## src/rtl/mss_pkg.sv

```systemverilog
// package: constants, types and shared functions of the modem status scanner
package mss_pkg;

  // line count and scan clock derivation
  localparam int         NUM_LINES      = 16;
  localparam int         CLK_PERIOD_NS  = 20;
  localparam int         SCAN_PERIOD_NS = 1000;
  localparam int         SCAN_TICK_CYC  = (SCAN_PERIOD_NS + CLK_PERIOD_NS - 1) / CLK_PERIOD_NS;
  localparam logic [5:0] SCAN_TICK_LAST = 6'(SCAN_TICK_CYC - 1);

  // register byte offsets on the slave bus
  localparam logic [3:0] OFS_CSR  = 4'h0;
  localparam logic [3:0] OFS_LINE = 4'h4;

  // control and status register fields
  localparam int CSR_LINE_LSB = 0;
  localparam int CSR_BUSY     = 4;
  localparam int CSR_SCAN_EN  = 5;
  localparam int CSR_STEP     = 6;
  localparam int CSR_DONE     = 7;
  localparam int CSR_IRQ_EN   = 8;
  localparam int CSR_LOOP     = 9;
  localparam int CSR_WIPE     = 10;
  localparam int CSR_CLEAR    = 11;

  // line register fields: outgoing controls low, incoming statuses above
  localparam int LR_CTRL_LSB = 0;
  localparam int LR_STAT_LSB = 4;

  // index of each status within a four-bit status word
  localparam int STAT_SRX  = 0;
  localparam int STAT_CTS  = 1;
  localparam int STAT_CAR  = 2;
  localparam int STAT_RING = 3;

  // reset values
  localparam logic [3:0] RST_LINE = 4'h0;
  localparam logic [5:0] RST_DIV  = 6'h00;
  localparam logic [2:0] BR_LEVEL = 3'h4;

  typedef enum logic [2:0] {
    ST_IDLE,
    ST_ADVANCE,
    ST_LOAD,
    ST_STORE,
    ST_TEST
  } mss_state_t;

  // change test: three statuses either way, ring only on a rise
  function automatic logic mss_change(logic [3:0] prev, logic [3:0] cur);
    return (|((prev ^ cur) & 4'h7)) | (cur[STAT_RING] & ~prev[STAT_RING]);
  endfunction

endpackage

```

## src/rtl/mss_scan_mem.sv

```systemverilog
// scan memory: last stored status of each line
`timescale 1ns/10ps
module mss_scan_mem
  import mss_pkg::*;
(
  // clock and reset
  input  wire logic       sys_clk,
  input  wire logic       rst,
  // write and read port
  input  wire logic       we,
  input  wire logic [3:0] addr,
  input  wire logic [3:0] wd,
  output logic      [3:0] rd
);

  typedef struct packed {
    logic [NUM_LINES-1:0][3:0] mem;
  } mss_mem_t;

  mss_mem_t s_r;
  mss_mem_t s_nxt;

  // read is combinational so the load step sees the word at once
  assign rd = s_r.mem[addr];

  always_comb begin
    s_nxt = s_r;
    if (we) begin
      s_nxt.mem[addr] = wd;
    end
  end

  always_ff @(posedge sys_clk or posedge rst) begin
    if (rst) begin
      s_r <= '0;
    end else begin
      s_r <= s_nxt;
    end
  end
endmodule

```

## src/rtl/mss_line_ctrl.sv

```systemverilog
// per-line outgoing modem controls, written one line at a time
`timescale 1ns/10ps
module mss_line_ctrl
  import mss_pkg::*;
(
  // clock and reset
  input  wire logic        sys_clk,
  input  wire logic        rst,
  // per-line write port
  input  wire logic [3:0]  line,
  input  wire logic        wr,
  input  wire logic [3:0]  wd,
  // modem-facing controls
  output logic      [15:0] line_enable,
  output logic      [15:0] secondary_transmit,
  output logic      [15:0] terminal_ready,
  output logic      [15:0] send_request,
  // controls of the selected line
  output logic      [3:0]  sel_ctrl
);

  typedef struct packed {
    logic [15:0] en;
    logic [15:0] stx;
    logic [15:0] trdy;
    logic [15:0] rts;
  } mss_lc_t;

  mss_lc_t     s_r;
  mss_lc_t     s_nxt;
  logic [15:0] strobe;

  // one-hot strobe within an eight-line group, empty if the group is not selected
  function automatic logic [7:0] grp_decode(logic [3:0] l, logic g);
    return (l[3] == g) ? (8'h01 << l[2:0]) : 8'h00;
  endfunction

  assign strobe             = {grp_decode(line, 1'b1), grp_decode(line, 1'b0)};
  assign line_enable        = s_r.en;
  assign secondary_transmit = s_r.stx;
  assign terminal_ready     = s_r.trdy;
  assign send_request       = s_r.rts;
  assign sel_ctrl           = {s_r.rts[line], s_r.trdy[line], s_r.stx[line], s_r.en[line]};

  // only the strobed line takes the data bits
  always_comb begin
    s_nxt = s_r;
    for (int i = 0; i < NUM_LINES; i++) begin
      if (wr && strobe[i]) begin
        s_nxt.en[i]   = wd[0];
        s_nxt.stx[i]  = wd[1];
        s_nxt.trdy[i] = wd[2];
        s_nxt.rts[i]  = wd[3];
      end
    end
  end

  always_ff @(posedge sys_clk or posedge rst) begin
    if (rst) begin
      s_r <= '0;
    end else begin
      s_r <= s_nxt;
    end
  end
endmodule

```

## src/rtl/mss_scanner.sv

```systemverilog
// top of the modem status scanner: bus slave, scan sequencer and change test
//
// How it works
// - scan clear or bus init clears control and counters, starts memory wipe
// - during wipe the previous latches stay zero and inputs are kept out of memory
// - wipe ends at the store step of line zero, all lines then hold zeros
// - scan runs while scan enable is set and done is clear
// - each line runs advance, load previous, store, check change in order
// - single step runs one advance, clears itself, finishes the line, rests
// - software loads the line counter from data bits 3 to 0
// - store step writes the line's four incoming statuses into memory
// - load step copies the line's stored status into the previous latches
// - three statuses flag either edge; ring flags only a rise
// - check step sets done on a change if the line is enabled
// - interrupt request while done and interrupt enable are both set
// - a change after a counter reload, before a load step, is ignored
// - outgoing controls read and write, incoming statuses read only
// - incoming statuses read as zero unless the line is enabled
// - line register write puts data bits 3 to 0 on the line's controls
// - per-line writes go to group 0-7 or 8-15 by the counter
// - incoming selectors open only with wipe clear and the line enabled; the line register readback selector ignores wipe
// - loopback test forces the selected line's incoming statuses low
// - interrupt is requested at bus request level 4
//
// The implementer's own choices: the Avalon-MM interface to the registers and the placing of the registers.
`timescale 1ns/10ps
module mss_scanner
  import mss_pkg::*;
(
  // clock and reset
  input  wire logic        sys_clk,
  input  wire logic        rst,
  input  wire logic        bus_init,
  // register bus slave
  input  wire logic [3:0]  avs_address,
  input  wire logic        avs_read,
  input  wire logic        avs_write,
  input  wire logic [31:0] avs_writedata,
  input  wire logic [3:0]  avs_byteenable,
  output logic      [31:0] avs_readdata,
  output logic             avs_waitrequest,
  // incoming modem statuses, one bit per line
  input  wire logic [15:0] secondary_receive,
  input  wire logic [15:0] clear_to_send,
  input  wire logic [15:0] carrier,
  input  wire logic [15:0] ring,
  // outgoing modem controls
  output logic      [15:0] line_enable,
  output logic      [15:0] secondary_transmit,
  output logic      [15:0] terminal_ready,
  output logic      [15:0] send_request,
  // interrupt request
  output logic             irq,
  output logic      [2:0]  bus_request_level
);

  typedef struct packed {
    logic [NUM_LINES-1:0][3:0] sync1;
    logic [NUM_LINES-1:0][3:0] sync2;
    logic                      wait_r;
    logic [31:0]               rdata;
    logic [5:0]                div;
    mss_state_t                state;
    logic [3:0]                line;
    logic                      scan_en;
    logic                      step;
    logic                      done;
    logic                      irq_en;
    logic                      loop;
    logic                      wipe;
    logic                      invalid;
    logic [3:0]                hold;
    logic                      irq;
    logic [2:0]                br;
  } mss_regs_t;

  mss_regs_t   s_r;
  mss_regs_t   s_nxt;

  logic        req_c;
  logic        acc_c;
  logic        csr_hit;
  logic        line_hit;
  logic        tick_c;
  logic        active_c;
  logic        rse_c;
  logic [3:0]  cur_c;
  logic [3:0]  shown_c;
  logic        change_c;
  logic        clear_c;
  logic        done_set;
  logic        mem_we_c;
  logic        lc_wr_c;
  logic [3:0]  mem_rd;
  logic [3:0]  lc_sel;
  logic [31:0] csr_c;
  logic [31:0] line_c;

  // scan memory and per-line controls
  mss_scan_mem u_mem (
    .sys_clk (sys_clk),
    .rst     (rst),
    .we      (mem_we_c),
    .addr    (s_r.line),
    .wd      (cur_c),
    .rd      (mem_rd)
  );

  mss_line_ctrl u_lc (
    .sys_clk            (sys_clk),
    .rst                (rst),
    .line               (s_r.line),
    .wr                 (lc_wr_c),
    .wd                 (avs_writedata[3:0]),
    .line_enable        (line_enable),
    .secondary_transmit (secondary_transmit),
    .terminal_ready     (terminal_ready),
    .send_request       (send_request),
    .sel_ctrl           (lc_sel)
  );

  // bus decode; a request is accepted on the edge where waitrequest is low
  assign req_c    = avs_read | avs_write;
  assign acc_c    = req_c & ~s_r.wait_r;
  assign csr_hit  = (avs_address == OFS_CSR);
  assign line_hit = (avs_address == OFS_LINE);
  assign tick_c   = (s_r.div == SCAN_TICK_LAST);

  // incoming status path of the selected line
  assign active_c = lc_sel[0];
  assign rse_c    = ~s_r.wipe & active_c;
  assign cur_c    = (rse_c & ~s_r.loop) ? s_r.sync2[s_r.line] : 4'h0;
  assign shown_c  = (active_c & ~s_r.loop) ? s_r.sync2[s_r.line] : 4'h0;
  assign change_c = mss_change(s_r.hold, mem_rd);

  // scan clear from software, or bus init, restarts the scan; the per-line controls are kept
  assign clear_c = bus_init
                 | (acc_c & avs_write & csr_hit & avs_byteenable[1] & avs_writedata[CSR_CLEAR]);
  assign lc_wr_c = acc_c & avs_write & line_hit & avs_byteenable[0];

  // readback images; unused bits read as zero
  always_comb begin
    csr_c                              = '0;
    csr_c[CSR_LINE_LSB +: 4]           = s_r.line;
    csr_c[CSR_BUSY]                    = (s_r.state != ST_IDLE);
    csr_c[CSR_SCAN_EN]                 = s_r.scan_en;
    csr_c[CSR_STEP]                    = s_r.step;
    csr_c[CSR_DONE]                    = s_r.done;
    csr_c[CSR_IRQ_EN]                  = s_r.irq_en;
    csr_c[CSR_LOOP]                    = s_r.loop;
    csr_c[CSR_WIPE]                    = s_r.wipe;
    line_c                             = '0;
    line_c[LR_CTRL_LSB +: 4]           = lc_sel;
    line_c[LR_STAT_LSB +: 4]           = shown_c;
  end

  // next state of every register
  always_comb begin
    s_nxt    = s_r;
    done_set = 1'b0;
    mem_we_c = 1'b0;

    // two flops on every modem input; only sync2 is read
    for (int i = 0; i < NUM_LINES; i++) begin
      s_nxt.sync1[i] = {ring[i], carrier[i], clear_to_send[i], secondary_receive[i]};
    end
    s_nxt.sync2 = s_r.sync1;

    // one wait cycle, then one ready cycle per request
    s_nxt.wait_r = ~(req_c & s_r.wait_r);
    if (req_c & s_r.wait_r & avs_read) begin
      s_nxt.rdata = csr_hit ? csr_c : (line_hit ? line_c : 32'h0000_0000);
    end

    // scan clock divider, one tick per microsecond
    s_nxt.div = tick_c ? RST_DIV : 6'(s_r.div + 6'h01);

    // four-step sequencer, one step per scan tick
    if (tick_c) begin
      case (s_r.state)
        ST_IDLE: begin
          if (s_r.wipe || (s_r.scan_en && !s_r.done) || s_r.step) begin
            s_nxt.state = ST_ADVANCE;
          end
        end
        ST_ADVANCE: begin
          s_nxt.line  = 4'(s_r.line + 4'h1);
          s_nxt.step  = 1'b0;
          s_nxt.state = ST_LOAD;
        end
        ST_LOAD: begin
          s_nxt.hold    = mem_rd;
          s_nxt.invalid = 1'b0;
          s_nxt.state   = ST_STORE;
        end
        ST_STORE: begin
          mem_we_c = 1'b1;
          if (s_r.wipe && (s_r.line == 4'h0)) begin
            s_nxt.wipe = 1'b0;
          end
          s_nxt.state = ST_TEST;
        end
        ST_TEST: begin
          if (change_c && active_c && !s_r.invalid && !s_r.wipe) begin
            done_set = 1'b1;
          end
          // free run goes straight on; a step or a hit comes to rest
          if (s_r.wipe || (s_r.scan_en && !s_r.done && !done_set)) begin
            s_nxt.state = ST_ADVANCE;
          end else begin
            s_nxt.state = ST_IDLE;
          end
        end
        default: begin
          s_nxt.state = ST_IDLE;
        end
      endcase
    end

    // software writes to the control register
    if (acc_c && avs_write && csr_hit) begin
      if (avs_byteenable[0]) begin
        s_nxt.line    = avs_writedata[CSR_LINE_LSB +: 4];
        s_nxt.invalid = 1'b1;
        s_nxt.scan_en = avs_writedata[CSR_SCAN_EN];
        s_nxt.step    = avs_writedata[CSR_STEP];
        if (!avs_writedata[CSR_DONE]) begin
          s_nxt.done = 1'b0;
        end
      end
      if (avs_byteenable[1]) begin
        s_nxt.irq_en = avs_writedata[CSR_IRQ_EN];
        s_nxt.loop   = avs_writedata[CSR_LOOP];
      end
    end

    // a hit in the same cycle as a software clear is kept
    if (done_set) begin
      s_nxt.done = 1'b1;
    end

    // clear beats everything, including the hit above
    if (clear_c) begin
      s_nxt.state   = ST_IDLE;
      s_nxt.line    = RST_LINE;
      s_nxt.div     = RST_DIV;
      s_nxt.scan_en = 1'b0;
      s_nxt.step    = 1'b0;
      s_nxt.done    = 1'b0;
      s_nxt.irq_en  = 1'b0;
      s_nxt.loop    = 1'b0;
      s_nxt.invalid = 1'b0;
      s_nxt.wipe    = 1'b1;
    end

    // previous latches are held at zero for the whole wipe
    if (s_nxt.wipe) begin
      s_nxt.hold = 4'h0;
    end

    s_nxt.irq = s_nxt.done & s_nxt.irq_en;
    s_nxt.br  = BR_LEVEL;
  end

  // reset starts a wipe just like a scan clear
  always_ff @(posedge sys_clk or posedge rst) begin
    if (rst) begin
      s_r        <= '0;
      s_r.wait_r <= 1'b1;
      s_r.wipe   <= 1'b1;
      s_r.br     <= BR_LEVEL;
    end else begin
      s_r <= s_nxt;
    end
  end

  assign avs_readdata      = s_r.rdata;
  assign avs_waitrequest   = s_r.wait_r;
  assign irq               = s_r.irq;
  assign bus_request_level = s_r.br;
endmodule

```

## config.mk

```make
export PLATFORM = sky130hd
export DESIGN_NAME = mss_scanner
export DESIGN_NICKNAME = d
export VERILOG_FILES = /design/src/rtl/mss_pkg.sv /design/src/rtl/mss_scan_mem.sv /design/src/rtl/mss_line_ctrl.sv /design/src/rtl/mss_scanner.sv
export SDC_FILE = /design/constraint.sdc
export NUM_CORES = 1
export LEC_CHECK = 0
export ABC_AREA = 1
export BUFFER_PORTS_ARGS = -buffer_cell sky130_fd_sc_hd__buf_4
export CAP_MARGIN = 10
export CELL_PAD_IN_SITES_DETAIL_PLACEMENT = 0
export CELL_PAD_IN_SITES_GLOBAL_PLACEMENT = 1
export CORE_MARGIN = 1
export CORE_UTILIZATION = 42
export DETAILED_ROUTE_END_ITERATION = 7
export PLACE_DENSITY = 0.82
export SYNTH_ARGS = -nofsm -noshare
export SYNTH_HDL_FRONTEND = slang
export SYNTH_HIERARCHICAL = 1
export SYNTH_SLANG_ARGS = --single-unit
```

## constraint.sdc

```tcl
create_clock -name sys_clk -period 6.9 [get_ports sys_clk]
set_clock_uncertainty 0.15 [all_clocks]
set_input_delay 1.035 -clock sys_clk [delete_from_list [all_inputs] [get_ports sys_clk]]
set_output_delay 1.035 -clock sys_clk [all_outputs]
set_load 0.03 [all_outputs]
```

After elaboration in Yosys (flattened, before gate mapping)
Cells that the tools add are included.
- flip-flop bits (word level): 314
- output and inout bits: 101
- word-level logic and storage cells: 257
- add/subtract/negate cells: 2
- order comparisons: 2
- equality and inequality tests: 7
- shifts and indexed selects: 1
- mux-type cells: 49
- bitwise operators: 23
- reductions and logical operators: 47
- operators by type and width (kind ; number):
    64-bit bitwise mux ; 1
    4-bit binary-select mux with 4-bit select ; 2
    4-bit 2-to-1 mux ; 7
    1-bit logical AND ; 25
    8-bit 2-to-1 mux ; 3
    1-bit 2-to-1 mux ; 20
    20-bit 2-to-1 mux ; 1
    1-bit binary-select mux with 4-bit select ; 4
    4-bit demux with 4-bit select ; 1
    3-bit case mux with 5 select lines ; 1
    1-bit AND ; 14
    7-bit 2-to-1 mux ; 2
    6-bit 2-to-1 mux ; 2
    2-bit nonzero test ; 6
    11-bit 2-to-1 mux ; 1
    9-bit 2-to-1 mux ; 1
    4-bit zero test ; 2
    2-bit AND reduction ; 4
    1-bit by 3-bit << shifter with 8-bit output, first input constant ; 1
    6-bit by 1-bit adder with 6-bit output, second input constant ; 1
    3-bit by 2-bit == test with 1-bit output, second input constant ; 2
    6-bit == test, second input constant ; 1
    4-bit by 5-bit less-than comparator with 1-bit output, second input constant ; 1
    5-bit 2-to-1 mux ; 1
    other kinds (16) ; 27

Logic depth before layout (Yosys ltp)
Gate-level depths: netlist (run 1).
- depth in word-level cells: 23
- gate-level depth with buffers: 23
- mapped depth without buffers: 21

Modules after synthesis
Netlist (run 1), hierarchy kept.
- modules (own cells, without submodules) (module ; times used ; cells an instance ; area an instance (µm²)):
    mss_scanner ; 1 ; 537 ; 6020.8
    mss_scan_mem ; 1 ; 422 ; 3096.7
    mss_line_ctrl ; 1 ; 402 ; 3007.9

Worst setup path after synthesis (run 1)
No wires, ideal clock.
- path type: register to register
- start: register s_r, in the netlist csr_c[0]
- end: register u_mem/s_r[32] (netlist name)
- library setup time: 0.083 ns
- arrival time: 2.052 ns
- path slack: 4.615 ns
- stages on the path, launching flop included: 16
- path buffers: 3
- period minus slack after synthesis: 2.285 ns
- path through: dfrtp_1 -> buf_2 -> inv_2 -> buf_2 -> nand2_1 -> nand2_1 -> nand2_1 -> nand3_1 -> nand3_1 -> nand2_1 -> inv_1 -> nor3_1 -> a21boi_1 -> inv_1 -> clkbuf_1 -> o21ai_0
- longest elaborated chain between the ends: 6
- elaborated cells on any way between the ends: 13
- those cells by class: 2 x order compare; 8 x mux; 2 x bitwise; 1 x reduce/logical
- ends and longest elaborated chain (element ; line ; text):
    from (decl) ; mss_scanner.sv:77 ; mss_regs_t s_r;
    from (signal assigned) ; mss_scanner.sv:273 ; s_r <= s_nxt;
    1-bit binary-select mux with 4-bit select ; mss_line_ctrl.sv:43 ; assign sel_ctrl = {s_r.rts[line], s_r.trdy[line], s_r.stx[line], s_r.en[line]};
    1-bit 2-to-1 mux (implied by the code) ; mss_line_ctrl.sv:43 ;
    named net lc_sel[0] ; mss_scanner.sv:95 ; logic [3:0] lc_sel;
    1-bit AND ; mss_scanner.sv:131 ; assign rse_c = ~s_r.wipe & active_c;
    1-bit AND ; mss_scanner.sv:132 ; assign cur_c = (rse_c & ~s_r.loop) ? s_r.sync2[s_r.line] : 4'h0;
    4-bit 2-to-1 mux ; mss_scanner.sv:132 ;
    named net cur_c[0] ; mss_scanner.sv:87 ; logic [3:0] cur_c;
    64-bit bitwise mux ; mss_scan_mem.sv:29 ; s_nxt.mem[addr] = wd;
    to (signal assigned) ; mss_scan_mem.sv:37 ; s_r <= s_nxt;
    to (decl) ; mss_scan_mem.sv:20 ; mss_mem_t s_r;
The timed path passes the listed nets, and every way through them passes these cells. The select of a mux whose other input is x is not followed.
A chain may end at the register's enable or synchronous reset.

Final worst setup path (run 1)
- start: register s_r, in the netlist csr_c[0]
- end: register u_mem/s_r[31] (netlist name)
The elaborated chain is that of the path after synthesis.

==> results of run 1 <==
-- registers in the layout (all words and copies together), names as in the netlist --
signal and count:
avs_readdata 11, csr_c 10, u_lc/secondary_transmit 16, u_lc/line_enable 16, s_r 78, irq 1
u_lc/terminal_ready 16, u_lc/send_request 16, s_nxt 64, avs_waitrequest 1, u_mem/s_r 64
-- worst max-delay path: cells and delay by family (launching register included) --
family,cells,cell delay [ns]
buffers and inverters,3,1.06
flip-flops,1,0.84
AO/OA/AOI/OAI,2,0.58
AND/OR/NAND/NOR,7,1.00
-- cells in the final DEF, fill, tap and decap left out, types with 3 or more instances in the layout --
master / instances
sky130_fd_sc_hd__nand2_1: 498
sky130_fd_sc_hd__dfrtp_1: 289
sky130_fd_sc_hd__buf_4: 167
sky130_fd_sc_hd__o21ai_0: 117
sky130_fd_sc_hd__nor2_1: 113
sky130_fd_sc_hd__inv_1: 58
sky130_fd_sc_hd__a21oi_1: 50
sky130_fd_sc_hd__nand3_1: 47
sky130_fd_sc_hd__clkbuf_16: 31
sky130_fd_sc_hd__conb_1: 24
sky130_fd_sc_hd__o21ai_1: 13
sky130_fd_sc_hd__o211ai_1: 13
sky130_fd_sc_hd__inv_2: 12
sky130_fd_sc_hd__nor2_2: 12
sky130_fd_sc_hd__o22ai_1: 9
sky130_fd_sc_hd__nand4_1: 8
sky130_fd_sc_hd__clkbuf_8: 8
sky130_fd_sc_hd__clkbuf_1: 8
sky130_fd_sc_hd__nor3_1: 6
sky130_fd_sc_hd__a21boi_1: 4
sky130_fd_sc_hd__a22oi_1: 4
sky130_fd_sc_hd__ha_1: 4
sky130_fd_sc_hd__clkinvlp_4: 4
sky130_fd_sc_hd__xor2_1: 3
sky130_fd_sc_hd__bufinv_16: 3
-- logic make-up (layout without fill, tap and decap cells) --
family,count (synthesis),count (layout),share of synthesized area (%)
flip-flops,293,293,60.49
AND/OR/NAND/NOR,692,692,22.83
buffers and inverters,153,298,6.460
other,2,24,0.06194
AO/OA/AOI/OAI,213,213,9.462
XOR/XNOR,4,4,0.2890
adder cells (fa/ha/maj),4,4,0.4128
-- layer usage --
metal	vias up	routed length, um	track usage, %
met1	4434	13680	29.39
met4	0	558	4.848
met5	-	0	0
met2	261	14220	33.49
met3	38	1811	4.097
li1	4568	-	-
-- cell type report --
class                      count  area (sq um)
sequential                   293          7340
timing repair buffer         167          1254
multi-input combinational    937          4090
clock inverter                10         153.9
tap                          378         473.0
inverter                      74         292.8
clock buffer                  47         915.9
fill                        2667         13570
-- final timing paths --
path,start,endpoint,slack (ns),cells after the start
worst max-delay path,csr_c[0],u_mem/s_r[31],3.16,12
worst min-delay path,s_nxt[91],s_r[91],0.20,0
worst max register to register,csr_c[0],u_mem/s_r[31],3.16,12
worst min register to register,s_nxt[91],s_r[91],0.20,0
max in group asynchronous,rst,s_r[95],4.62,3
min in group asynchronous,rst,avs_readdata[2],0.46,2
-- synth_stat cells, types with 3 or more instances --
cell type | n | area share [%]
sky130_fd_sc_hd__nand4_1 | 8 | 0.41
sky130_fd_sc_hd__inv_1 | 61 | 1.9
sky130_fd_sc_hd__buf_4 | 43 | 2.7
sky130_fd_sc_hd__nor2_2 | 12 | 0.62
sky130_fd_sc_hd__clkbuf_1 | 9 | 0.28
sky130_fd_sc_hd__a21oi_1 | 50 | 2.1
sky130_fd_sc_hd__o211ai_1 | 13 | 0.80
sky130_fd_sc_hd__a21boi_1 | 4 | 0.25
sky130_fd_sc_hd__nor3_1 | 6 | 0.25
sky130_fd_sc_hd__nor2_1 | 113 | 3.5
sky130_fd_sc_hd__o21ai_1 | 13 | 0.54
sky130_fd_sc_hd__nand2_1 | 498 | 15
sky130_fd_sc_hd__xor2_1 | 3 | 0.22
sky130_fd_sc_hd__a22oi_1 | 4 | 0.25
sky130_fd_sc_hd__o22ai_1 | 9 | 0.46
sky130_fd_sc_hd__nand3_1 | 47 | 1.9
sky130_fd_sc_hd__o21ai_0 | 117 | 4.8
sky130_fd_sc_hd__ha_1 | 4 | 0.41
sky130_fd_sc_hd__dfrtp_1 | 291 | 60
sky130_fd_sc_hd__buf_2 | 24 | 0.99
sky130_fd_sc_hd__inv_2 | 10 | 0.31
-- per-stage QoR --
step                hold slack [ns]  cells  power (uW)  utilization (%)
finish                       0.1960   1906        3651            51.69
floorplan                    0.1812   1383        1911                -
CTS                          0.1978   1906        3692            51.69
detailed placement           0.1847   1849        1981            47.88
global route                 0.1993   1906        3788            51.69
global placement             0.1830   1849        1978            47.88
-- power by group --
| group | internal [uW] | switching (uW) |
|---|---|---|
| logic | 53.1 | 115 |
| clock network | 1030 | 675 |
| registers | 1760 | 16.8 |
| total | 2850 | 806 |
==> impl_metrics.env, run 1 <==
export IMPL_core_rowCount=61
export IMPL_cap_violations=0
export IMPL_critical_path_max_fanout=56
export IMPL_fmax_mhz=267.4
export IMPL_design_area_sq_mm=0.01452
export IMPL_setup_tns_ns=0
export IMPL_cts_buffers_inserted=31
export IMPL_p_leak_uw=0.007221
export IMPL_cts_resized_gates=0
export IMPL_max_clock_path_buffers=3
export IMPL_drt_pass1_iter_count=7
export IMPL_timing_hold_violations_final=0
export IMPL_slew_violations=0
export IMPL_clock_tree_root_cell="sky130_fd_sc_hd__clkbuf_16"
export IMPL_vdd_ir_drop_worst_mv=0.2249
export IMPL_total_number_of_vias=9301
export IMPL_count_of_pins_on_the_block_boundary=210
export IMPL_cts_tree="done"
export IMPL_synth_area_per_cell_sq_um=8.909
export IMPL_crit_path_kind="reg -> reg"
export IMPL_pwr_density_cell_mw_per_mm2=251.5
export IMPL_port_buffers=161
export IMPL_wl_mm=30.27
export IMPL_critPathRequiredTime_ns=7.22
export IMPL_floorplan_die_height_um=171.9
export IMPL_clock_insertion_delay_worst_skew_ns=0.57
export IMPL_hold_fix_buffer_count_after_cts=0
export IMPL_grt_total_usage_pct=20.92
export IMPL_layout_area_overhead_vs_synth_pct=19.74
export IMPL_critPathArrivalTime_ns=4.06
export IMPL_pre_cts_slack_ns=3.223
export IMPL_crit_top_cell="sky130_fd_sc_hd__nand2_1"
export IMPL_floorplan_core_area_sq_mm=0.02809
export IMPL_detail_route_antenna_nets=0
export IMPL_timing_critical_path_to_type="flip-flop"
export IMPL_first_iter_violations=694
export IMPL_ys_ff_latch=293
export IMPL_grt_start_max_net_pins=90
export IMPL_cts_sink_count=293
export IMPL_post_route_cells_drive_above_1_share_pct=16.88
export IMPL_detailed_place_hpwl_mm=19.95
export IMPL_dominantRegCellSynth="sky130_fd_sc_hd__dfrtp_1"
export IMPL_initial_core_util_pct=43.17
export IMPL_rsz0062_at_grt="false"
export IMPL_drt_wirelength_per_cell_um=15.88
export IMPL_finalWeightedCongestion=0.8331
export IMPL_synthesis_instances=1361
export IMPL_relSlewSlack_pct=30.77
export IMPL_drt_drc=0
export IMPL_critical_path_slowest_cell="sky130_fd_sc_hd__dfrtp_4"
export IMPL_netlist_area_sq_mm=0.01213
export IMPL_worst_slack_ns=3.161
export IMPL_diodes=0
export IMPL_avgViaCountPerCell=4.880
export IMPL_cts_setup_buffers=0
export IMPL_worst_path_largest_cell_delay_ns=0.84
export IMPL_edff_count_synth=0
export IMPL_run_status="finished, final reports clean"
export IMPL_worstMarginPinSlew_ns=1.038
export IMPL_setup_violations_final=0
export IMPL_synth_lib_cells_used_distinct=37
export IMPL_asyncSetResetFlopFracSynth_pct=100.0
export IMPL_min_path_type="reg -> reg"
export IMPL_placedInstanceArea_sq_mm=0.01345
export IMPL_die_area_sq_mm=0.02955
export IMPL_fin_crit_sh_pct=54.19
export IMPL_yosys_warnings=6
export IMPL_clk_pin_slew_ns=0.06
export IMPL_fin_nets=1617
export IMPL_vias_in_the_first_global_route=8867
export IMPL_grt_antenna_before_repair=0
export IMPL_critPathLaunchType="flip-flop"
export IMPL_grt_pass1_wl_mm=47.81
export IMPL_cts_htree_levels=1
export IMPL_crit_path_cell_trace="buf_4 -> nand2_1 -> nand2_1 -> nand2_1 -> nand3_1 -> nand3_1 -> nand2_1 -> inv_1 -> nor3_1 -> a21boi_1 -> inv_1 -> o21ai_0"
export IMPL_grt_overflow=0
export IMPL_die_x_um=171.9
export IMPL_seq_area_frac_synth_pct=60.49
export IMPL_final_period_minus_worst_setup_slack_ns=3.739
Power figures use the tool's default switching activity.
==> run 2: changes to the inputs <==
Settings changed: ABC_AREA 1 to 0, CORE_UTILIZATION 42 to 46.
Clock period 6.9 ns to 3.5 ns, I/O delays scaled along.
==> run 2 against run 1 <==
  * Largest power group unchanged
  * Sequential share of layout area is 2.3 points lower
  * Combinational power increased by 140%
  * Critical endpoint is now csr_c[7]
  * Clock power increased by 100%
  * Maximum frequency is 15% higher
  * Highest routed layer unchanged
  * First-iteration DRC count shrank 32%
  * Setup slack lost 2.9 ns
  * Power grew 100%
  * Clock-buffer cell count shrank 8
  * Via count decreased by 21%
  * Sequential cell count unchanged
  * Final cell count down 27%
==> impl_metrics.env, run 2 <==
export IMPL_synthDominantAreaCellType="sky130_fd_sc_hd__dfrtp_1"
export IMPL_synthDominantCellAreaShare_pct=60.80
export IMPL_slew_violations=0
export IMPL_drt_pass1_iter_count=4
export IMPL_p_comb_share_pct=5.5
export IMPL_p_leak_uw=0.007129
export IMPL_count_of_pins_on_the_block_boundary=210
export IMPL_run_status="finished, final reports clean"
export IMPL_yosys_warnings=6
export IMPL_die_x_um=163.4
export IMPL_relSlewSlack_pct=45.43
export IMPL_edff_count_synth=0
export IMPL_final_period_minus_worst_setup_slack_ns=3.252
export IMPL_layout_cells_most_common="sky130_fd_sc_hd__dfrtp_1"
export IMPL_critical_path_slowest_cell="sky130_fd_sc_hd__dfrtp_4"
export IMPL_floorplan_core_area_sq_mm=0.02533
export IMPL_critPathRequiredTime_ns=3.82
export IMPL_worst_path_largest_cell_delay_ns=0.85
export IMPL_synth_top_cells_by_area="sky130_fd_sc_hd__dfrtp_1 (61%), sky130_fd_sc_hd__mux2_2 (11%), sky130_fd_sc_hd__mux4_2 (7.0%)"
export IMPL_grt_pass1_wl_mm=43.93
export IMPL_clockPowerShare_pct=46.7
export IMPL_post_route_cells_drive_above_1_share_pct=39.36
export IMPL_dominantRegCellSynth="sky130_fd_sc_hd__dfrtp_1"
export IMPL_ys_ff_latch=293
export IMPL_clock_insertion_delay_worst_skew_ns=0.58
export IMPL_finalWeightedCongestion=0.8191
export IMPL_critPathArrivalTime_ns=3.57
export IMPL_largest_reg_flops=78
export IMPL_yosys_area_share_adder_pct=0.4179
export IMPL_power_switching_uw=1668
export IMPL_asyncSetResetFlopFracSynth_pct=100.0
export IMPL_post_place_cells=1267
export IMPL_fmax_mhz=307.5
export IMPL_synth_top_cells_by_count="sky130_fd_sc_hd__dfrtp_1 (291), sky130_fd_sc_hd__mux2_2 (113), sky130_fd_sc_hd__nor2_1 (48)"
export IMPL_clk_pin_slew_ns=0.06
export IMPL_fin_nets=1151
export IMPL_critical_path_max_fanout=41
export IMPL_pwr_density_cell_mw_per_mm2=484.5
export IMPL_crit_path_kind="reg -> reg"
export IMPL_cap_violations=0
export IMPL_max_clock_path_buffers=3
export IMPL_worstMarginPinSlew_ns=0.8185
export IMPL_cts_setup_buffers=0
export IMPL_synth_most_common_cell="sky130_fd_sc_hd__dfrtp_1"
export IMPL_synth_top_family_by_area="multiplexers"
export IMPL_synth_simple_gate_area_share_pct=7.209
export IMPL_synth_lib_cells_used_distinct=69
export IMPL_setup_tns_ns=0
export IMPL_regMostFlops="s_r"
export IMPL_floorplan_die_height_um=163.4
export IMPL_timing_reg2reg_setup_slack_ns=0.25
export IMPL_initial_core_util_pct=47.29
export IMPL_fin_crit_sh_pct=92.91
export IMPL_critPathLaunchType="flip-flop"
export IMPL_timing_critical_path_to_type="flip-flop"
export IMPL_vdd_ir_drop_worst_mv=0.3919
export IMPL_first_iter_violations=475
export IMPL_total_number_of_vias=7361
export IMPL_avgViaCountPerCell=5.288
export IMPL_synth_area_per_cell_sq_um=14.93
export IMPL_drt_wirelength_per_cell_um=19.79
export IMPL_die_area_sq_mm=0.02668
export IMPL_seqPwrFrac_pct=47.7
export IMPL_cts_sink_count=293
export IMPL_n_fill_cell=1924
export IMPL_synthesis_instances=802
export IMPL_swShare_pct=22.65
export IMPL_xor_xnor_portion_of_the_synthesized_cell_area_pct=0.7313
export IMPL_synth_compound_area_share_pct=3.834
export IMPL_port_buffers=161
export IMPL_cts_buffers_inserted=31
export IMPL_internal_power_uw=5697
export IMPL_crit_path_cell_trace="mux4_2 -> a22oi_1 -> nand2_1 -> xor2_1 -> a2111oi_0 -> buf_4 -> o41ai_1 -> and2_1"
export IMPL_layout_area_overhead_vs_synth_pct=26.92
export IMPL_final_core_utilization_pct=60.02
export IMPL_cts_tree="done"
export IMPL_detailed_place_hpwl_mm=16.94
export IMPL_seq_area_frac_synth_pct=61.24
export IMPL_vias_in_the_first_global_route=7734
export IMPL_grt_overflow=0
export IMPL_cts_htree_levels=1
export IMPL_clock_tree_root_cell="sky130_fd_sc_hd__clkbuf_16"
export IMPL_core_rowCount=58
export IMPL_setup_violations_final=0
export IMPL_synth_mux_area_fraction_pct=22.57
export IMPL_grt_antenna_before_repair=0
export IMPL_grt_start_max_net_pins=101
export IMPL_rsz0062_at_grt="false"
export IMPL_diodes=0
export IMPL_netlist_area_sq_mm=0.01198
export IMPL_min_path_type="in -> reg"
export IMPL_timing_hold_violations_final=0
export IMPL_final_instance_count_excl_fill=1392
export IMPL_drt_drc=0
export IMPL_most_common_layout_cells="sky130_fd_sc_hd__dfrtp_1 (289), sky130_fd_sc_hd__buf_4 (180), sky130_fd_sc_hd__mux2_2 (113)"
export IMPL_wl_mm=27.54
export IMPL_grt_total_usage_pct=21.64
export IMPL_detail_route_antenna_nets=0
==> run 2: cell count changes in the layout (fill, tap and decap cells not counted), moves of 43 or more <==
| cell | before | now |
|---|---|---|
| sky130_fd_sc_hd__nor2_1 | 113 | 48 |
| sky130_fd_sc_hd__dlygate4sd3_1 | 0 | 68 |
| sky130_fd_sc_hd__nand2_1 | 498 | 33 |
| sky130_fd_sc_hd__inv_1 | 58 | 7 |
| sky130_fd_sc_hd__a21oi_1 | 50 | 7 |
| sky130_fd_sc_hd__o21ai_0 | 117 | 13 |
| sky130_fd_sc_hd__mux2_2 | 0 | 113 |
==> run 2: cell families (layout without fill, tap and decap cells) <==
group / Yosys count / after routing
xor+xnor: 10 / 10
compound gates: 63 / 63
fa+ha+maj: 4 / 4
simple gates: 160 / 160
flops: 293 / 293
mux: 191 / 191
other cells: 2 / 24
buf+inv: 79 / 317
==> run 2: worst paths after layout <==
| check | from | endpoint | depth (start not counted) |
|---|---|---|---|
| hold reg to reg | s_nxt[122] | s_r[122] | 0 |
| min in group asynchronous | rst | u_mem/s_r[31] | 4 |
| setup reg to reg | csr_c[0] | csr_c[7] | 8 |
| max in group asynchronous | rst | avs_waitrequest | 4 |
| setup / recovery | csr_c[0] | csr_c[7] | 8 |
| hold / removal | avs_writedata[5] | csr_c[5] | 3 |
==> run 2: power groups by stage <==
| stage | combinational, uW | clock (uW) | sequential, uW |
|---|---|---|---|
| 2_1_floorplan | 195 | 0 | 3580 |
| 3_3_place_gp | 337 | 0 | 3570 |
| 3_5_place_dp | 339 | 0 | 3570 |
| 4_1_cts | 403 | 3480 | 3510 |
| 5_1_grt | 445 | 3630 | 3520 |
| 6_report | 407 | 3440 | 3520 |
==> run 2: layout make-up <==
type | count | area, sq um | area share, %
Clock inverter | 18 | 226.5 | 1.490
Sequential cell | 293 | 7340 | 48.28
Tap cell | 330 | 412.9 | 2.716
Inverter | 10 | 41.29 | 0.2716
Timing Repair Buffer | 250 | 2072 | 13.63
Multi-Input combinational cell | 452 | 4253 | 27.98
Clock buffer | 39 | 855.8 | 5.630
==> run 2: per-stage QoR <==
step | hold WS [ns] | cell area, sq um | setup slack, ns | power, uW
after floorplan | 0.1812 | 12060 | 0.6646 | 3772
after global placement | 0.1825 | 13440 | 0.2257 | 3905
after detailed placement | 0.1847 | 13440 | 0.2624 | 3914
after CTS | 0.02907 | 15200 | 0.2267 | 7393
after global routing | 0.05905 | 15200 | 0.07526 | 7596
final | 0.05386 | 15200 | 0.2480 | 7365
==> run 2: layer usage <==
| metal | vias up | global-route usage (%) | part of all wire [%] |
|---|---|---|---|
| met5 | - | 0 | 0 |
| met4 | 0 | 6.202 | 2.7 |
| met3 | 49 | 4.114 | 5.3 |
| met2 | 217 | 36.58 | 50 |
| met1 | 3781 | 28.44 | 42 |
| li1 | 3314 | - | - |
==> run 2: worst max-delay path, delay by kind of cell, from the launching register on <==
family                    cells  cell delay [ns]
buffers and inverters         1             0.21
and+or+nand+nor               2             0.32
DFF                           1             0.85
AOI/OAI and AO/OA             3             0.85
xor gates and xnor gates      1             0.16
muxes                         1             0.60
==> run 2: timing repair <==
item,in CTS,in global routing
resized for setup,0,0
hold buffers,68,0
hold endpoints to repair,159,0
==> run 3: changes to the inputs <==
Settings changed: GPL_TIMING_DRIVEN set to 0.
==> run 3 against run 2 <==
  * Utilization rose by 2.0 points
  * Via count up 3.3%
  * Register-to-register slack lost 0.14 ns
  * Sequential power barely moved
  * Wire length is 4.7% higher
  * Die area is the same
  * Setup slack got worse by 0.14 ns
  * Clock-buffer cell count is 3 lower
  * Combinational power up 10%
  * Critical path depth grew 2
  * Critical path type unchanged
==> impl_metrics.env, run 3 (same netlist as run 2, synthesis figures left out) <==
export IMPL_run_status="finished, final reports clean"
export IMPL_total_number_of_vias=7601
export IMPL_holdPathEnd="avs_waitrequest"
export IMPL_regToRegStartpoint="csr_c[1]"
export IMPL_setup_violations_final=0
export IMPL_largest_reg_flops=78
export IMPL_power_switching_uw=1673
export IMPL_cts_buffers_inserted=31
export IMPL_critPathLaunchType="flip-flop"
export IMPL_first_iter_violations=392
export IMPL_min_path_type="in -> reg"
export IMPL_critPathArrivalTime_ns=3.73
export IMPL_pwr_density_cell_mw_per_mm2=476.0
export IMPL_design_area_sq_mm=0.01571
export IMPL_p_total_uw=7477
export IMPL_post_route_cells_drive_above_1_share_pct=42.37
export IMPL_vias_in_the_first_global_route=7928
export IMPL_clockPowerShare_pct=47.0
export IMPL_drt_pass1_iter_count=5
export IMPL_drt_wirelength_per_cell_um=19.88
export IMPL_grt_start_max_net_pins=45
export IMPL_detailed_place_hpwl_mm=18.95
export IMPL_timing_critical_path_to_type="flip-flop"
export IMPL_die_area_sq_mm=0.02668
export IMPL_clk_pin_slew_ns=0.07
export IMPL_n_fill_cell=1856
export IMPL_wl_mm=28.84
export IMPL_port_buffers=161
export IMPL_floorplan_die_height_um=163.4
export IMPL_p_leak_uw=0.007412
export IMPL_seqPwrFrac_pct=47.0
export IMPL_layout_area_overhead_vs_synth_pct=31.16
export IMPL_final_period_minus_worst_setup_slack_ns=3.390
export IMPL_cts_tree="done"
export IMPL_grt_total_usage_pct=22.27
export IMPL_critPathRequiredTime_ns=3.84
export IMPL_swShare_pct=22.37
export IMPL_worstMarginPinSlew_ns=0.7937
export IMPL_internal_power_uw=5804
export IMPL_cell_count_of_the_worst_hold_path=2
export IMPL_placedInstanceArea_sq_mm=0.01380
export IMPL_count_of_pins_on_the_block_boundary=210
export IMPL_grt_overflow=0
export IMPL_cts_sink_count=293
export IMPL_crit_path_kind="reg -> reg"
export IMPL_critical_path_max_fanout=13
export IMPL_slew_violations=0
export IMPL_fmax_mhz=295.0
export IMPL_timing_reg2reg_setup_slack_ns=0.11
export IMPL_core_rowCount=58
export IMPL_cap_violations=0
export IMPL_hold_start="avs_write"
export IMPL_most_common_layout_cells="sky130_fd_sc_hd__dfrtp_1 (288), sky130_fd_sc_hd__buf_4 (208), sky130_fd_sc_hd__mux2_2 (113)"
export IMPL_layout_cells_most_common="sky130_fd_sc_hd__dfrtp_1"
export IMPL_detail_route_antenna_nets=0
export IMPL_drt_drc=0
export IMPL_fin_nets=1210
export IMPL_floorplan_core_area_sq_mm=0.02533
export IMPL_vdd_ir_drop_worst_mv=0.4367
export IMPL_diodes=0
export IMPL_avgViaCountPerCell=5.238
export IMPL_die_x_um=163.4
export IMPL_p_comb_share_pct=6.0
export IMPL_fin_crit_sh_pct=96.86
export IMPL_grt_pass1_wl_mm=45.08
export IMPL_initial_core_util_pct=47.29
export IMPL_worst_r2r_cell_count=10
export IMPL_cts_htree_levels=1
export IMPL_finalWeightedCongestion=0.7958
export IMPL_grt_antenna_before_repair=0
export IMPL_clock_tree_root_cell="sky130_fd_sc_hd__clkbuf_16"
export IMPL_relSlewSlack_pct=47.01
export IMPL_regMostFlops="s_r"
export IMPL_timing_hold_violations_final=0
export IMPL_clock_insertion_delay_worst_skew_ns=0.57
export IMPL_max_clock_path_buffers=3
export IMPL_worst_r2r_dst="u_mem/s_r[39]"
## run 3: cell count changes in the layout (fill, tap and decap cells not counted), moves of 4 or more
cell                         delta
sky130_fd_sc_hd__clkinvlp_4     +5
sky130_fd_sc_hd__a211oi_1       -4
sky130_fd_sc_hd__buf_12         +4
sky130_fd_sc_hd__buf_4         +28
sky130_fd_sc_hd__a211oi_4       +4
sky130_fd_sc_hd__buf_2         +11
sky130_fd_sc_hd__clkbuf_1      +10
## run 3: area by class of cell
type	count	area (sq um)	area share, %
buffer	68	444.2	2.828
clock buffer	36	814.5	5.185
clock inverter	21	290.3	1.848
inverter	10	41.29	0.2628
multi-input combinational	452	4315	27.47
sequential	293	7341	46.73
tap	330	412.9	2.628
timing repair buffer	241	2049	13.05
## run 3: how the worst max path moves through the flow
stage	from	endpoint	cells past startpoint
5_1_grt	csr_c[1]	u_mem/s_r[33]	10
6_report	csr_c[1]	u_mem/s_r[39]	10
4_1_cts	csr_c[1]	u_mem/s_r[34]	10
3_5_place_dp	csr_c[2]	u_mem/s_r[34]	9
3_3_place_gp	csr_c[2]	u_mem/s_r[55]	9
2_1_floorplan	csr_c[1]	u_mem/s_r[24]	10
## run 3: repair_timing
item                                    CTS  global route
endpoints found under the setup margin   67            41
buffers inserted                          0             8
pin swaps                                 0             4
hold buffers                             66             0
hold endpoints to repair                118             0
gates resized for setup                  18             7
## run 3: through the flow
stage | hold slack, ns | setup WS (ns) | util [%] | TNS, ns | cells
final | 0.02666 | 0.1100 | 62.02 | 0 | 1451
after global routing | 0.005963 | -0.003185 | 62.02 | -0.006139 | 1451
after CTS | 0.006104 | 0.05596 | 61.74 | 0 | 1444
after detailed placement | 0.1847 | -0.9246 | 54.51 | -48.10 | 1321
after global placement | 0.1820 | -0.9429 | 54.03 | -75.03 | 1315
after floorplan | 0.1812 | 0.6646 | - | 0 | 824
## run 3: routing by layer
metal / global-route usage [%] / vias up / part of all wire (%)
li1: - / 3422 / -
met1: 30.39 / 3872 / 43
met2: 37.06 / 257 / 49
met3: 4.292 / 50 / 5.9
met4: 4.758 / 0 / 1.9
met5: 0 / - / 0
## run 3: critical path, stage by stage (launching register included)
cell	delay, ns
sky130_fd_sc_hd__dfrtp_2	0.55
sky130_fd_sc_hd__buf_6	0.24
sky130_fd_sc_hd__clkbuf_4	0.28
sky130_fd_sc_hd__mux2i_1	0.12
sky130_fd_sc_hd__o2bb2ai_1	0.15
sky130_fd_sc_hd__o22ai_2	0.31
sky130_fd_sc_hd__nand2b_1	0.18
sky130_fd_sc_hd__or2_2	0.42
sky130_fd_sc_hd__a211oi_4	0.38
sky130_fd_sc_hd__clkbuf_2	0.32
sky130_fd_sc_hd__mux2_2	0.21
## run 3: power by group through the flow
stage	sequential, uW	combinational, uW	clock, uW
finish	3510	449	3510
floorplan	3580	195	0
global placement	3570	360	0
global route	3520	486	3720
CTS	3510	446	3560
detailed placement	3570	382	0
